===== src/hw/phy_tx_pkg.sv =====
// Constants, register map and code tables for the 100 Mb/s transmit path and link indicators.
// ============================================================================
package phy_tx_pkg;

  // ==========================================================================
  // Register map
  localparam logic [11:0] BMC_ADDR = 12'h000;
  localparam logic [11:0] TX_CONFIG_ADDR = 12'h004;
  localparam logic [11:0] RX_CONFIG_ADDR = 12'h008;
  localparam logic [11:0] CFG_ADDR = 12'h00c;
  localparam logic [11:0] PHY_STATUS_ADDR = 12'h0c0;
  localparam int BMC_LOOP_BIT = 14;
  localparam int BMC_SPEED_BIT = 13;
  localparam int BMC_DUPLEX_BIT = 8;
  localparam int TX_CONFIG_CSI_BIT = 31;
  localparam int TX_CONFIG_HEARTBEAT_BIT = 30;
  localparam int TX_CONFIG_MACLOOP_BIT = 29;
  localparam int RX_CONFIG_OWN_TX_BIT = 28;
  localparam int CFG_ENC_BYP_BIT = 0;
  localparam int CFG_SCR_BYP_BIT = 1;
  localparam int CFG_NEG_SEL_LSB = 13;
  localparam int STS_SPEED10_BIT = 1;
  localparam int STS_DUPLEX_BIT = 2;
  localparam int STS_LOOP_BIT = 3;
  localparam int STS_LINK_BIT = 0;
  localparam logic [31:0] BMC_RESET = 32'h0000_2000;
  localparam logic [31:0] REG_RESET = 32'h0000_0000;

  // ==========================================================================
  // Timing
  localparam int CLK_MHZ = 100;
  localparam int FAST_LINK_US = 500;
  localparam int FAST_LINK_CYCLES = FAST_LINK_US * CLK_MHZ;
  localparam int LINK_LOSS_MS = 50;
  localparam int LINK_LOSS_CYCLES = LINK_LOSS_MS * 1000 * CLK_MHZ;
  localparam logic [2:0] NLP_NEEDED = 3'h7;
  localparam logic [2:0] SYM_LAST = 3'h4;

  // ==========================================================================
  // Code-groups
  localparam logic [4:0] CG_IDLE = 5'h1f;
  localparam logic [4:0] CG_HALT = 5'h04;
  localparam logic [4:0] CG_J = 5'h18;
  localparam logic [4:0] CG_K = 5'h11;
  localparam logic [4:0] CG_T = 5'h0d;
  localparam logic [4:0] CG_R = 5'h07;
  localparam logic [10:0] SCR_SEED = 11'h7ff;

  typedef enum logic [2:0] {
    ENC_IDLE = 3'b000,
    ENC_J = 3'b001,
    ENC_K = 3'b010,
    ENC_DATA = 3'b011,
    ENC_T = 3'b100,
    ENC_R = 3'b101
  } enc_state_t;

  function automatic logic [4:0] nibble_to_cg(input logic [3:0] n);
    logic [4:0] cg;
    cg = CG_HALT;
    unique case (n)
      4'h0: cg = 5'h1e;
      4'h1: cg = 5'h09;
      4'h2: cg = 5'h14;
      4'h3: cg = 5'h15;
      4'h4: cg = 5'h0a;
      4'h5: cg = 5'h0b;
      4'h6: cg = 5'h0e;
      4'h7: cg = 5'h0f;
      4'h8: cg = 5'h12;
      4'h9: cg = 5'h13;
      4'ha: cg = 5'h16;
      4'hb: cg = 5'h17;
      4'hc: cg = 5'h1a;
      4'hd: cg = 5'h1b;
      4'he: cg = 5'h1c;
      4'hf: cg = 5'h1d;
    endcase
    return cg;
  endfunction : nibble_to_cg

endpackage : phy_tx_pkg


===== src/hw/tx_bit_if.sv =====
// Serial NRZ bit stream from the code-group encoder to the line coder.
`timescale 1ns/1ns
`default_nettype none
interface tx_bit_if;
  logic nrz_bit;
  logic scr_bypass;
  logic tx_active;
  modport src (output nrz_bit, output tx_active, input scr_bypass);
  modport dst (input nrz_bit, input tx_active, output scr_bypass);
endinterface : tx_bit_if
`default_nettype wire


===== src/hw/cg_encoder.sv =====
// Code-group encoder with delimiter and idle injection and a five-bit serialiser.
`timescale 1ns/1ns
`default_nettype none
module cg_encoder (
  input wire logic pclk,
  input wire logic presetn,
  input wire logic tx_en,
  input wire logic [3:0] txd,
  input wire logic [4:0] raw_sym,
  input wire logic enc_bypass,
  output logic nibble_take,
  tx_bit_if.src bits
);
  import phy_tx_pkg::*;

  enc_state_t state_reg, state_next;
  logic [2:0] cnt_reg;
  logic [4:0] shift_reg, sym_next;
  logic boundary;

  assign boundary = (cnt_reg == SYM_LAST);
  assign nibble_take = boundary && (enc_bypass || tx_en);

  // ==========================================================================
  // Framing state and next symbol.
  always_comb begin
    state_next = state_reg;
    sym_next = CG_IDLE;
    if (enc_bypass) begin
      state_next = ENC_IDLE;
      sym_next = raw_sym;
    end else begin
      unique case (state_reg)
        ENC_IDLE: if (tx_en) begin
          state_next = ENC_J;
          sym_next = CG_J;
        end
        ENC_J: begin
          state_next = ENC_K;
          sym_next = CG_K;
        end
        ENC_K, ENC_DATA: if (tx_en) begin
          state_next = ENC_DATA;
          sym_next = nibble_to_cg(txd);
        end else begin
          state_next = ENC_T;
          sym_next = CG_T;
        end
        ENC_T: begin
          state_next = ENC_R;
          sym_next = CG_R;
        end
        ENC_R: state_next = ENC_IDLE;
        default: state_next = ENC_IDLE;
      endcase
    end
  end

  always_ff @(posedge pclk or negedge presetn) begin
    if (!presetn) begin
      cnt_reg <= 3'h0;
    end else begin
      cnt_reg <= boundary ? 3'h0 : cnt_reg + 3'h1;
    end
  end

  // Symbols shift out MSB first, one bit per clock.
  always_ff @(posedge pclk or negedge presetn) begin
    if (!presetn) begin
      state_reg <= ENC_IDLE;
      shift_reg <= CG_IDLE;
    end else if (boundary) begin
      state_reg <= state_next;
      shift_reg <= sym_next;
    end else begin
      shift_reg <= {shift_reg[3:0], 1'b0};
    end
  end

  assign bits.nrz_bit = shift_reg[4];
  assign bits.tx_active = (state_reg != ENC_IDLE) || enc_bypass;
endmodule : cg_encoder
`default_nettype wire


===== src/hw/line_coder.sv =====
// Scrambler, NRZI encoder and MLT-3 splitter for the serial transmit stream.
`timescale 1ns/1ns
`default_nettype none
module line_coder (
  input wire logic pclk,
  input wire logic presetn,
  input wire logic scr_bypass,
  output logic nrzi_out,
  output logic mlt_pos,
  output logic mlt_neg,
  tx_bit_if.dst bits
);
  import phy_tx_pkg::*;

  logic [10:0] lfsr_reg;
  logic scr_bit;
  logic nrzi_reg, phase_reg, pos_reg, neg_reg;

  assign bits.scr_bypass = scr_bypass;
  // The LFSR runs every clock even when bypassed, so leaving bypass gives a live sequence.
  assign scr_bit = bits.nrz_bit ^ (bits.scr_bypass ? 1'b0 : lfsr_reg[10]);

  always_ff @(posedge pclk or negedge presetn) begin
    if (!presetn) begin
      lfsr_reg <= SCR_SEED;
    end else begin
      lfsr_reg <= {lfsr_reg[9:0], lfsr_reg[10] ^ lfsr_reg[8]};
    end
  end

  always_ff @(posedge pclk or negedge presetn) begin
    if (!presetn) begin
      nrzi_reg <= 1'b0;
    end else begin
      nrzi_reg <= nrzi_reg ^ scr_bit;
    end
  end

  // Each one of the NRZI stream goes to the two sides in turn.
  always_ff @(posedge pclk or negedge presetn) begin
    if (!presetn) begin
      phase_reg <= 1'b0;
      pos_reg <= 1'b0;
      neg_reg <= 1'b0;
    end else begin
      pos_reg <= nrzi_reg && !phase_reg;
      neg_reg <= nrzi_reg && phase_reg;
      if (nrzi_reg) begin
        phase_reg <= !phase_reg;
      end
    end
  end

  assign nrzi_out = nrzi_reg;
  assign mlt_pos = pos_reg;
  assign mlt_neg = neg_reg;
endmodule : line_coder
`default_nettype wire


===== src/hw/phy_tx_encoder_link_status.sv =====
// Top of the 100 Mb/s transmit path with link indicators, duplex handling, loopback and APB registers.
//
// The APB slave port and the placing of the registers are this design's own decisions.
`timescale 1ns/1ns
`default_nettype none
module phy_tx_encoder_link_status #(
  parameter int FAST_LINK_COUNT = phy_tx_pkg::FAST_LINK_CYCLES,
  parameter int LINK_LOSS_COUNT = phy_tx_pkg::LINK_LOSS_CYCLES
) (
  input wire logic pclk,
  input wire logic presetn,
  input wire logic psel,
  input wire logic penable,
  input wire logic pwrite,
  input wire logic [11:0] paddr,
  input wire logic [31:0] pwdata,
  output logic [31:0] prdata,
  output logic pready,
  output logic pslverr,
  input wire logic tx_en,
  input wire logic [3:0] txd,
  input wire logic [4:0] raw_sym,
  output logic nibble_take,
  input wire logic rx_active,
  input wire logic signal_detect,
  input wire logic link_pulse,
  input wire logic good_slow_packet,
  input wire logic parallel_detect,
  output logic carrier_sense,
  output logic collision,
  output logic mac_loopback,
  output logic loop_bit,
  output logic activity_led_n,
  output logic fast_link_led_n,
  output logic slow_link_led_n,
  output logic tx_line_pair_pos,
  output logic tx_line_pair_neg
);
  import phy_tx_pkg::*;

  // ==========================================================================
  // APB register file
  logic [31:0] bmc_reg, tx_config_reg, rx_config_reg, cfg_reg, rdata_reg;
  logic [31:0] status_word;
  logic mapped, wr_take;
  logic loop_on, full_duplex;

  function automatic logic is_mapped(input logic [11:0] a);
    return (a == BMC_ADDR) || (a == TX_CONFIG_ADDR) || (a == RX_CONFIG_ADDR)
      || (a == CFG_ADDR) || (a == PHY_STATUS_ADDR);
  endfunction : is_mapped

  assign mapped = is_mapped(paddr);
  assign pready = 1'b1;
  assign pslverr = psel && penable && !mapped;
  assign wr_take = psel && penable && pwrite && mapped;
  assign prdata = rdata_reg;

  always_ff @(posedge pclk or negedge presetn) begin
    if (!presetn) begin
      bmc_reg <= BMC_RESET;
      tx_config_reg <= REG_RESET;
      rx_config_reg <= REG_RESET;
      cfg_reg <= REG_RESET;
    end else if (wr_take) begin
      unique case (paddr)
        BMC_ADDR: bmc_reg <= pwdata;
        TX_CONFIG_ADDR: tx_config_reg <= pwdata;
        RX_CONFIG_ADDR: rx_config_reg <= pwdata;
        CFG_ADDR: cfg_reg <= pwdata;
        default: ;
      endcase
    end
  end

  // Read data is captured in the setup cycle so the access phase needs no wait state.
  always_ff @(posedge pclk or negedge presetn) begin
    if (!presetn) begin
      rdata_reg <= 32'h0000_0000;
    end else if (psel && !penable && !pwrite) begin
      unique case (paddr)
        BMC_ADDR: rdata_reg <= bmc_reg;
        TX_CONFIG_ADDR: rdata_reg <= tx_config_reg;
        RX_CONFIG_ADDR: rdata_reg <= rx_config_reg;
        CFG_ADDR: rdata_reg <= cfg_reg;
        PHY_STATUS_ADDR: rdata_reg <= status_word;
        default: rdata_reg <= 32'h0000_0000;
      endcase
    end
  end

  // ==========================================================================
  // Duplex, carrier and collision
  logic fast_speed;
  // A fixed-speed partner found by parallel detection cannot show full duplex.
  assign full_duplex = bmc_reg[BMC_DUPLEX_BIT] && !parallel_detect;
  assign fast_speed = bmc_reg[BMC_SPEED_BIT];
  assign loop_on = bmc_reg[BMC_LOOP_BIT];
  assign mac_loopback = tx_config_reg[TX_CONFIG_MACLOOP_BIT];

  logic enc_tx_active;
  always_comb begin
    carrier_sense = rx_active || (!full_duplex && (enc_tx_active || tx_en));
    collision = !full_duplex && rx_active && (enc_tx_active || tx_en) && !loop_on;
  end

  assign activity_led_n = !(rx_active || tx_en || enc_tx_active);

  // ==========================================================================
  // Fast link indicator
  logic [31:0] sd_cnt_reg;
  logic fast_link_reg;

  always_ff @(posedge pclk or negedge presetn) begin
    if (!presetn) begin
      sd_cnt_reg <= 32'h0;
      fast_link_reg <= 1'b0;
    end else if (!signal_detect) begin
      sd_cnt_reg <= 32'h0;
      fast_link_reg <= 1'b0;
    end else if (sd_cnt_reg == 32'(FAST_LINK_COUNT - 1)) begin
      fast_link_reg <= 1'b1;
    end else begin
      sd_cnt_reg <= sd_cnt_reg + 32'h1;
    end
  end

  // Release is combinational on detect so no cycle of stale link is shown.
  assign fast_link_led_n = !(fast_link_reg && signal_detect);

  // ==========================================================================
  // Slow link indicator
  logic [2:0] nlp_cnt_reg;
  logic [31:0] loss_cnt_reg;
  logic slow_link_reg;
  logic link_seen;

  assign link_seen = link_pulse || good_slow_packet;

  always_ff @(posedge pclk or negedge presetn) begin
    if (!presetn) begin
      nlp_cnt_reg <= 3'h0;
      loss_cnt_reg <= 32'h0;
      slow_link_reg <= 1'b0;
    end else if (link_seen) begin
      loss_cnt_reg <= 32'h0;
      if (good_slow_packet || nlp_cnt_reg == NLP_NEEDED - 3'h1) begin
        slow_link_reg <= 1'b1;
      end
      if (nlp_cnt_reg != NLP_NEEDED) begin
        nlp_cnt_reg <= nlp_cnt_reg + 3'h1;
      end
    end else if (loss_cnt_reg == 32'(LINK_LOSS_COUNT - 1)) begin
      slow_link_reg <= 1'b0;
      nlp_cnt_reg <= 3'h0;
    end else begin
      loss_cnt_reg <= loss_cnt_reg + 32'h1;
    end
  end

  assign slow_link_led_n = !slow_link_reg;

  assign status_word = (32'(loop_on) << STS_LOOP_BIT) | (32'(full_duplex) << STS_DUPLEX_BIT)
    | (32'(!fast_speed) << STS_SPEED10_BIT) | (32'(fast_link_reg || slow_link_reg) << STS_LINK_BIT);

  // ==========================================================================
  // Transmit path
  tx_bit_if bits_if ();
  logic mlt_pos, mlt_neg;

  cg_encoder u_enc (
    .pclk(pclk),
    .presetn(presetn),
    .tx_en(tx_en),
    .txd(txd),
    .raw_sym(raw_sym),
    .enc_bypass(cfg_reg[CFG_ENC_BYP_BIT]),
    .nibble_take(nibble_take),
    .bits(bits_if.src)
  );

  line_coder u_line (
    .pclk(pclk),
    .presetn(presetn),
    .scr_bypass(cfg_reg[CFG_SCR_BYP_BIT]),
    .nrzi_out(),
    .mlt_pos(mlt_pos),
    .mlt_neg(mlt_neg),
    .bits(bits_if.dst)
  );

  assign enc_tx_active = bits_if.tx_active;

  // Loopback turns the MLT-3 pair around after the last line stage.
  logic pos_reg, neg_reg, loop_reg;
  always_ff @(posedge pclk or negedge presetn) begin
    if (!presetn) begin
      pos_reg <= 1'b0;
      neg_reg <= 1'b0;
      loop_reg <= 1'b0;
    end else begin
      pos_reg <= mlt_pos && !loop_on;
      neg_reg <= mlt_neg && !loop_on;
      loop_reg <= loop_on && (mlt_pos || mlt_neg);
    end
  end

  assign tx_line_pair_pos = pos_reg;
  assign tx_line_pair_neg = neg_reg;
  assign loop_bit = loop_reg;
endmodule : phy_tx_encoder_link_status
`default_nettype wire


===== config.mk =====
export PLATFORM = sky130hd
export DESIGN_NAME = phy_tx_encoder_link_status
export DESIGN_NICKNAME = d
export VERILOG_FILES = /design/src/hw/phy_tx_pkg.sv /design/src/hw/tx_bit_if.sv /design/src/hw/cg_encoder.sv /design/src/hw/line_coder.sv /design/src/hw/phy_tx_encoder_link_status.sv
export SDC_FILE = /design/constraint.sdc
export NUM_CORES = 1
export LEC_CHECK = 0
export ABC_AREA = 1
export BUFFER_PORTS_ARGS = -buffer_cell sky130_fd_sc_hd__buf_2
export CAP_MARGIN = 5
export CORE_MARGIN = 1.5
export CORE_UTILIZATION = 28
export CTS_CLUSTER_DIAMETER = 40
export CTS_CLUSTER_SIZE = 12
export DETAILED_ROUTE_END_ITERATION = 8
export PLACE_DENSITY = 0.42
export SYNTH_ARGS = -nofsm -noshare
export SYNTH_HDL_FRONTEND = slang
export SYNTH_SLANG_ARGS = --single-unit

===== constraint.sdc =====
create_clock -name pclk -period 1.75 [get_ports pclk]
set_input_delay 0.175 -clock pclk [delete_from_list [all_inputs] [get_ports pclk]]
set_output_delay 0.175 -clock pclk [all_outputs]
set_load 0.02 [all_outputs]

# Word level (Yosys, flattened, before mapping)
# Memory sizes are Yosys's and may differ from the RTL's.
# Cells that the tools add are included.
# totals
romBits	80
ff_bits	258
memories	1
inputBits	64
elab_cells	130
# classes
n_mux	24
bitwise	6
eq_ne	19
add_sub_neg	4
reduce_logical	55
# mem_list
memory	words	word_bits	read_ports	rd_ports_with_merged_regs	wr	line	rtl
(name not given)	16	5	1	0	0	phy_tx_pkg.sv:61	unique case (n)
# ops
op	count
$pmux 32 s5	1
$mux 32	4
$add 32x1->32 const B	2
$eq 32x16->1 const B	1
$eq 32x23->1 const B	1
$eq 12x4->1 const B	2
$mux 3	8
$pmux 5 s4	1
$logic_and 1x1->1	18
$mux 5	3
$logic_or 1x1->1	14
$reduce_and 2->1	7
$eq 12x3->1 const B	1
$eq 12x8->1 const B	1
$logic_not 12->1	1
$pmux 3 s4	1
$logic_not 1->1	11
$eq 3x3->1 const B	3
$add 3x1->3 const B	2
$eq 3x2->1 const B	2
$mux 1	6
$ne 2x1->1 const B	3
$ne 3x3->1 const B	2
$ne 2x2->1 const B	2
9 further kinds	11

# Depth between registers and ports, before layout
# logic_depth
ltp_word	7
mapped_depth	10
depth_no_buf	10

# By module
# A second synthesis with hierarchy kept.
# hier_totals
hier_cells	1673
hier_area_um2	12848.6
# by_module_without_submodules
mod	seq_area_each_um2	cells_per_inst	n_inst	area_per_inst_um2
phy_tx_encoder_link_status	5806.8	1541	1	11678.7
cg_encoder	281.5	98	1	685.7
line_coder	389.1	34	1	484.2

# Worst setup path before layout
# Ideal clock, no wire load.
# synth_path
kind	register to register
startpoint	reg sd_cnt_reg[0]
endpoint	reg sd_cnt_reg[30]
arrival_ns	1.372
path_stages_with_launch	9
slack_ns	0.246
setup_ns	0.132
cell_sequence	dfrtp_1 ha_1 nand3_1 inv_1 nand2_1 nor3_1 nand3_1 nand2_1 nor2_1
# synth_between
elab_chain_cells	3
elab_cells_between_ends	5
# synth_lines
element	line	rtl
start, declared	phy_tx_encoder_link_status.sv:111	logic [31:0] sd_cnt_reg;
start signal, assigned	phy_tx_encoder_link_status.sv:124	sd_cnt_reg <= sd_cnt_reg + 32'h1;
$add 32x1->32	phy_tx_encoder_link_status.sv:124	
$mux 32	phy_tx_encoder_link_status.sv:121	end else if (sd_cnt_reg == 32'(FAST_LINK_COUNT - 1)) begin
$mux 32	phy_tx_encoder_link_status.sv:118	end else if (!signal_detect) begin
# Parallel ways exist; a longest one is shown, timed or not. The select of a mux whose other input is x is not followed.
# A chain may end at the register's enable or synchronous reset.

# Worst setup path in the final report
# layout_path
startpoint	reg u_enc.state_reg[0]
endpoint	out collision
# layout_between
elab_chain_cells	5
# layout_lines
element	line	rtl
start, declared	cg_encoder.sv:16	enc_state_t state_reg, state_next;
start signal, assigned	cg_encoder.sv:73	state_reg <= state_next;
$reduce_bool 3->1	cg_encoder.sv:81	assign bits.tx_active = (state_reg != ENC_IDLE) || enc_bypass;
$logic_or 1x1->1	cg_encoder.sv:81	
$logic_or 1x1->1	phy_tx_encoder_link_status.sv:104	collision = !full_duplex && rx_active && (enc_tx_active || tx_en) && !loop_on;
$logic_and 1x1->1 (2 in a row)	phy_tx_encoder_link_status.sv:104	
end, declared	phy_tx_encoder_link_status.sv:30	output logic collision,
# No other way between the ends.

==> flow_metrics.py <==
metrics = {
    "cts": {
        "cts_tree": "built",
        "cts_sinks": 258,
        "clock_tree.root_cell": "clkbuf_16",
        "cts_buffers": 52,
        "clkTransAtPathRegs_ns": 0.05,
        "worstSkewPairLatency_ns": 0.60,
        "clk_path_buf_depth": 3,
        "htreeDepth": 2,
    },
    "floorplan": {
        "dieWidth_um": 216,
        "coreArea_um2": 45200,
        "start_util_pct": 28.2,
        "die_area_um2": 46800,
        "die_h_um": 216,
        "ioPinCount": 108,
        "row_count": 78,
    },
    "routing": {
        "via_per_inst": 4.62,
        "drtAntennaViolNets": 0,
        "routed_wl_mm": 40.0,
        "first_iter_violations": 719,
        "wire_per_inst_um": 15.8,
        "vias": 11700,
        "drc": 0,
        "dr.pass1.iters": 8,
    },
    "critical_path": {
        "critical_path_arrival_ns": 1.69,
        "startpoint_type": "flop",
        "critical_path_required_ns": 1.57,
        "regToRegSetupSlack_ns": 0.08,
        "worstSetupEndpointType": "primary output",
        "crit_fanout": 3,
        "crit_type": "reg2out",
    },
    "timing": {
        "grt_setup_unrepaired": "true",
        "setup_viol": 4,
        "post-route-min-period_ns": 1.86,
        "slew_headroom_pct": 62.7,
        "clock_skew_ns": 0.0252,
        "timing.fmax_mhz": 536,
        "finalCritPeriodShare_pct": 107,
        "hold_violations": 0,
        "worst_pin_slew_ns": 0.558,
        "drv_slew": 0,
        "fin_ws_ns": -0.114,
    },
    "grt": {
        "overflow": 0,
        "grt_pass1_wl_mm": 65.4,
        "antenna_found_initial": 2,
        "grt.total_usage_pct": 17.6,
        "grt_max_degree": 59,
        "grt_pass1_vias": 12000,
    },
    "yosys": {
        "synth_area_leaders": "dfrtp_1 (47%), nand2_1 (14%), nand3_1 (7.5%)",
        "synth_nets": 1728,
        "ys_warn_count": 0,
        "synth.top_cell.area_share_pct": 47.3,
        "ys_seq_area_share_pct": 50.8,
        "synth_top_area_cell": "dfrtp_1",
        "ys_types": 36,
        "synth_area_um2": 12700,
        "avgSynthCellArea_um2": 7.69,
        "ys_ff_latch": 258,
        "netlist_instances": 1657,
    },
    "outcome": {
        "status": "complete, but fails checks",
        "violations": "negative setup slack",
    },
    "cells_and_area": {
        "layout_commonest_cell": "nand2_1",
        "drive_gt1_share_pct": 18.1,
        "final_cell_mix": "nand2_1 (472), dfrtp_1 (240), nand3_1 (190), nor2_1 (187), inv_1 (145)",
        "final_cells": 2532,
        "area_delta_synth_final_pct": 33.5,
        "fin_nets": 1957,
    },
    "place": {
        "post-dp-hpwl_mm": 27.1,
        "placed_cells": 2369,
        "place.gp.congestion": 0.838,
        "port_buffers": 106,
    },
    "pwr": {
        "power_mw": 17.8,
        "p_leak_nw": 8.32,
        "power.density_nw_per_um2": 1050,
        "ir_drop_v": 0.000609,
    },
    "flow_run": {
        "max_cap_violations": 0,
    },
    "hold_path": {
        "hp-class": "in2reg",
    },
}
==> where the power goes <==
part | leakage (nW) | internal [mW] | switching (mW)
clock | 0.857 | 6.53 | 3.52
combinational | 3.96 | 0.597 | 0.868
sequential | 3.51 | 6.18 | 0.128
==> cell usage after synthesis, drive strengths merged <==
library cell	n
a21oi	49
nor2	205
ha	7
o31ai	1
conb	1
clkinv	1
or2	4
o21a	2
inv	149
clkbuf	43
nor2b	1
o21ai	61
xnor2	5
nand3	193
nand4	114
dfrtp	241
nand2	473
buf	34
o211ai	2
dfstp	17
a31oi	3
a21o	1
nor3	36
a211oi	2
xor2	12
==> metrics by stage <==
stage | cell area, um2 | hold WS (ns) | utilization (%) | setup WS (ns) | TNS [ns]
6_report | 17000 | 0.0625 | 37.7 | -0.114 | -0.268
5_1_grt | 17000 | 0.0849 | 37.7 | -0.220 | -0.864
3_5_place_dp | 14600 | 0.111 | 32.2 | -0.00460 | -0.00830
3_3_place_gp | 14600 | 0.109 | 32.2 | 0.0469 | 0
4_1_cts | 16900 | 0.0172 | 37.4 | -0.138 | -0.403
2_1_floorplan | 12700 | -0.121 | - | 0.246 | 0
==> cell type report <==
class	count	area (um2)
antenna	2	5.00
clock buffer	70	1470
clock inverter	28	328
fill	4725	28200
inverter	150	566
multi-input combinational	1172	5430
sequential	258	6480
tap	600	751
timing repair buffer	252	2000
==> metal layers <==
layer | wire length (um) | share of wire [%] | track usage (%)
met1 | 19000 | 47 | 23.4
met2 | 18200 | 46 | 28.3
met3 | 1730 | 4.3 | 3.76
met4 | 1050 | 2.6 | 5.69
met5 | 0 | 0 | 0
==> path summary, 6_finish.rpt <==
check | startpoint | to | cells after the start
setup reg to reg | loss_cnt_reg[0]$_DFFE_PN0P_ | nlp_cnt_reg[1]$_DFFE_PN0P_ | 10
max in group asynchronous | presetn | u_enc.shift_reg[0]$_DFF_PN1_ | 3
hold reg to reg | u_line.lfsr_reg[2]$_DFF_PN1_ | u_line.lfsr_reg[3]$_DFF_PN1_ | 0
setup / recovery | u_enc.state_reg[0]$_DFFE_PN0P_ | collision | 5
hold / removal | txd[1] | u_enc.shift_reg[1]$_DFF_PN1_ | 5
min in group asynchronous | presetn | tx_line_pair_pos$_DFF_PN0_ | 2
==> worst max-delay path, cell delays in order, from the launching register on <==
cell and delay, ns:
dfrtp_1 0.40, nor2_4 0.13, nand4_1 0.20, o21ai_2 0.14, nor3_1 0.06, buf_4 0.17
==> cell families (layout without fill, tap and decap cells) <==
family,count (synthesis),after routing,synth area share (%)
AO/OA/AOI/OAI,121,121,4.94
buffers and inverters,227,500,7.23
adder cells (fa/ha/maj),7,7,0.687
other,1,3,0.0294
flip-flops,258,258,50.8
XOR/XNOR,17,17,1.17
AND/OR/NAND/NOR,1026,1026,35.1
==> timing repair <==
item | in CTS | in global routing
hold buffers | 47 | 0
resized for setup | 14 | 17
setup endpoints to repair | 4 | 32
gates cloned | 0 | 1
pin swaps | 3 | 5
buffers inserted | 9 | 6
endpoints found under the hold margin | 386 | 0
Note: power is estimated with default switching activity, not from simulation.
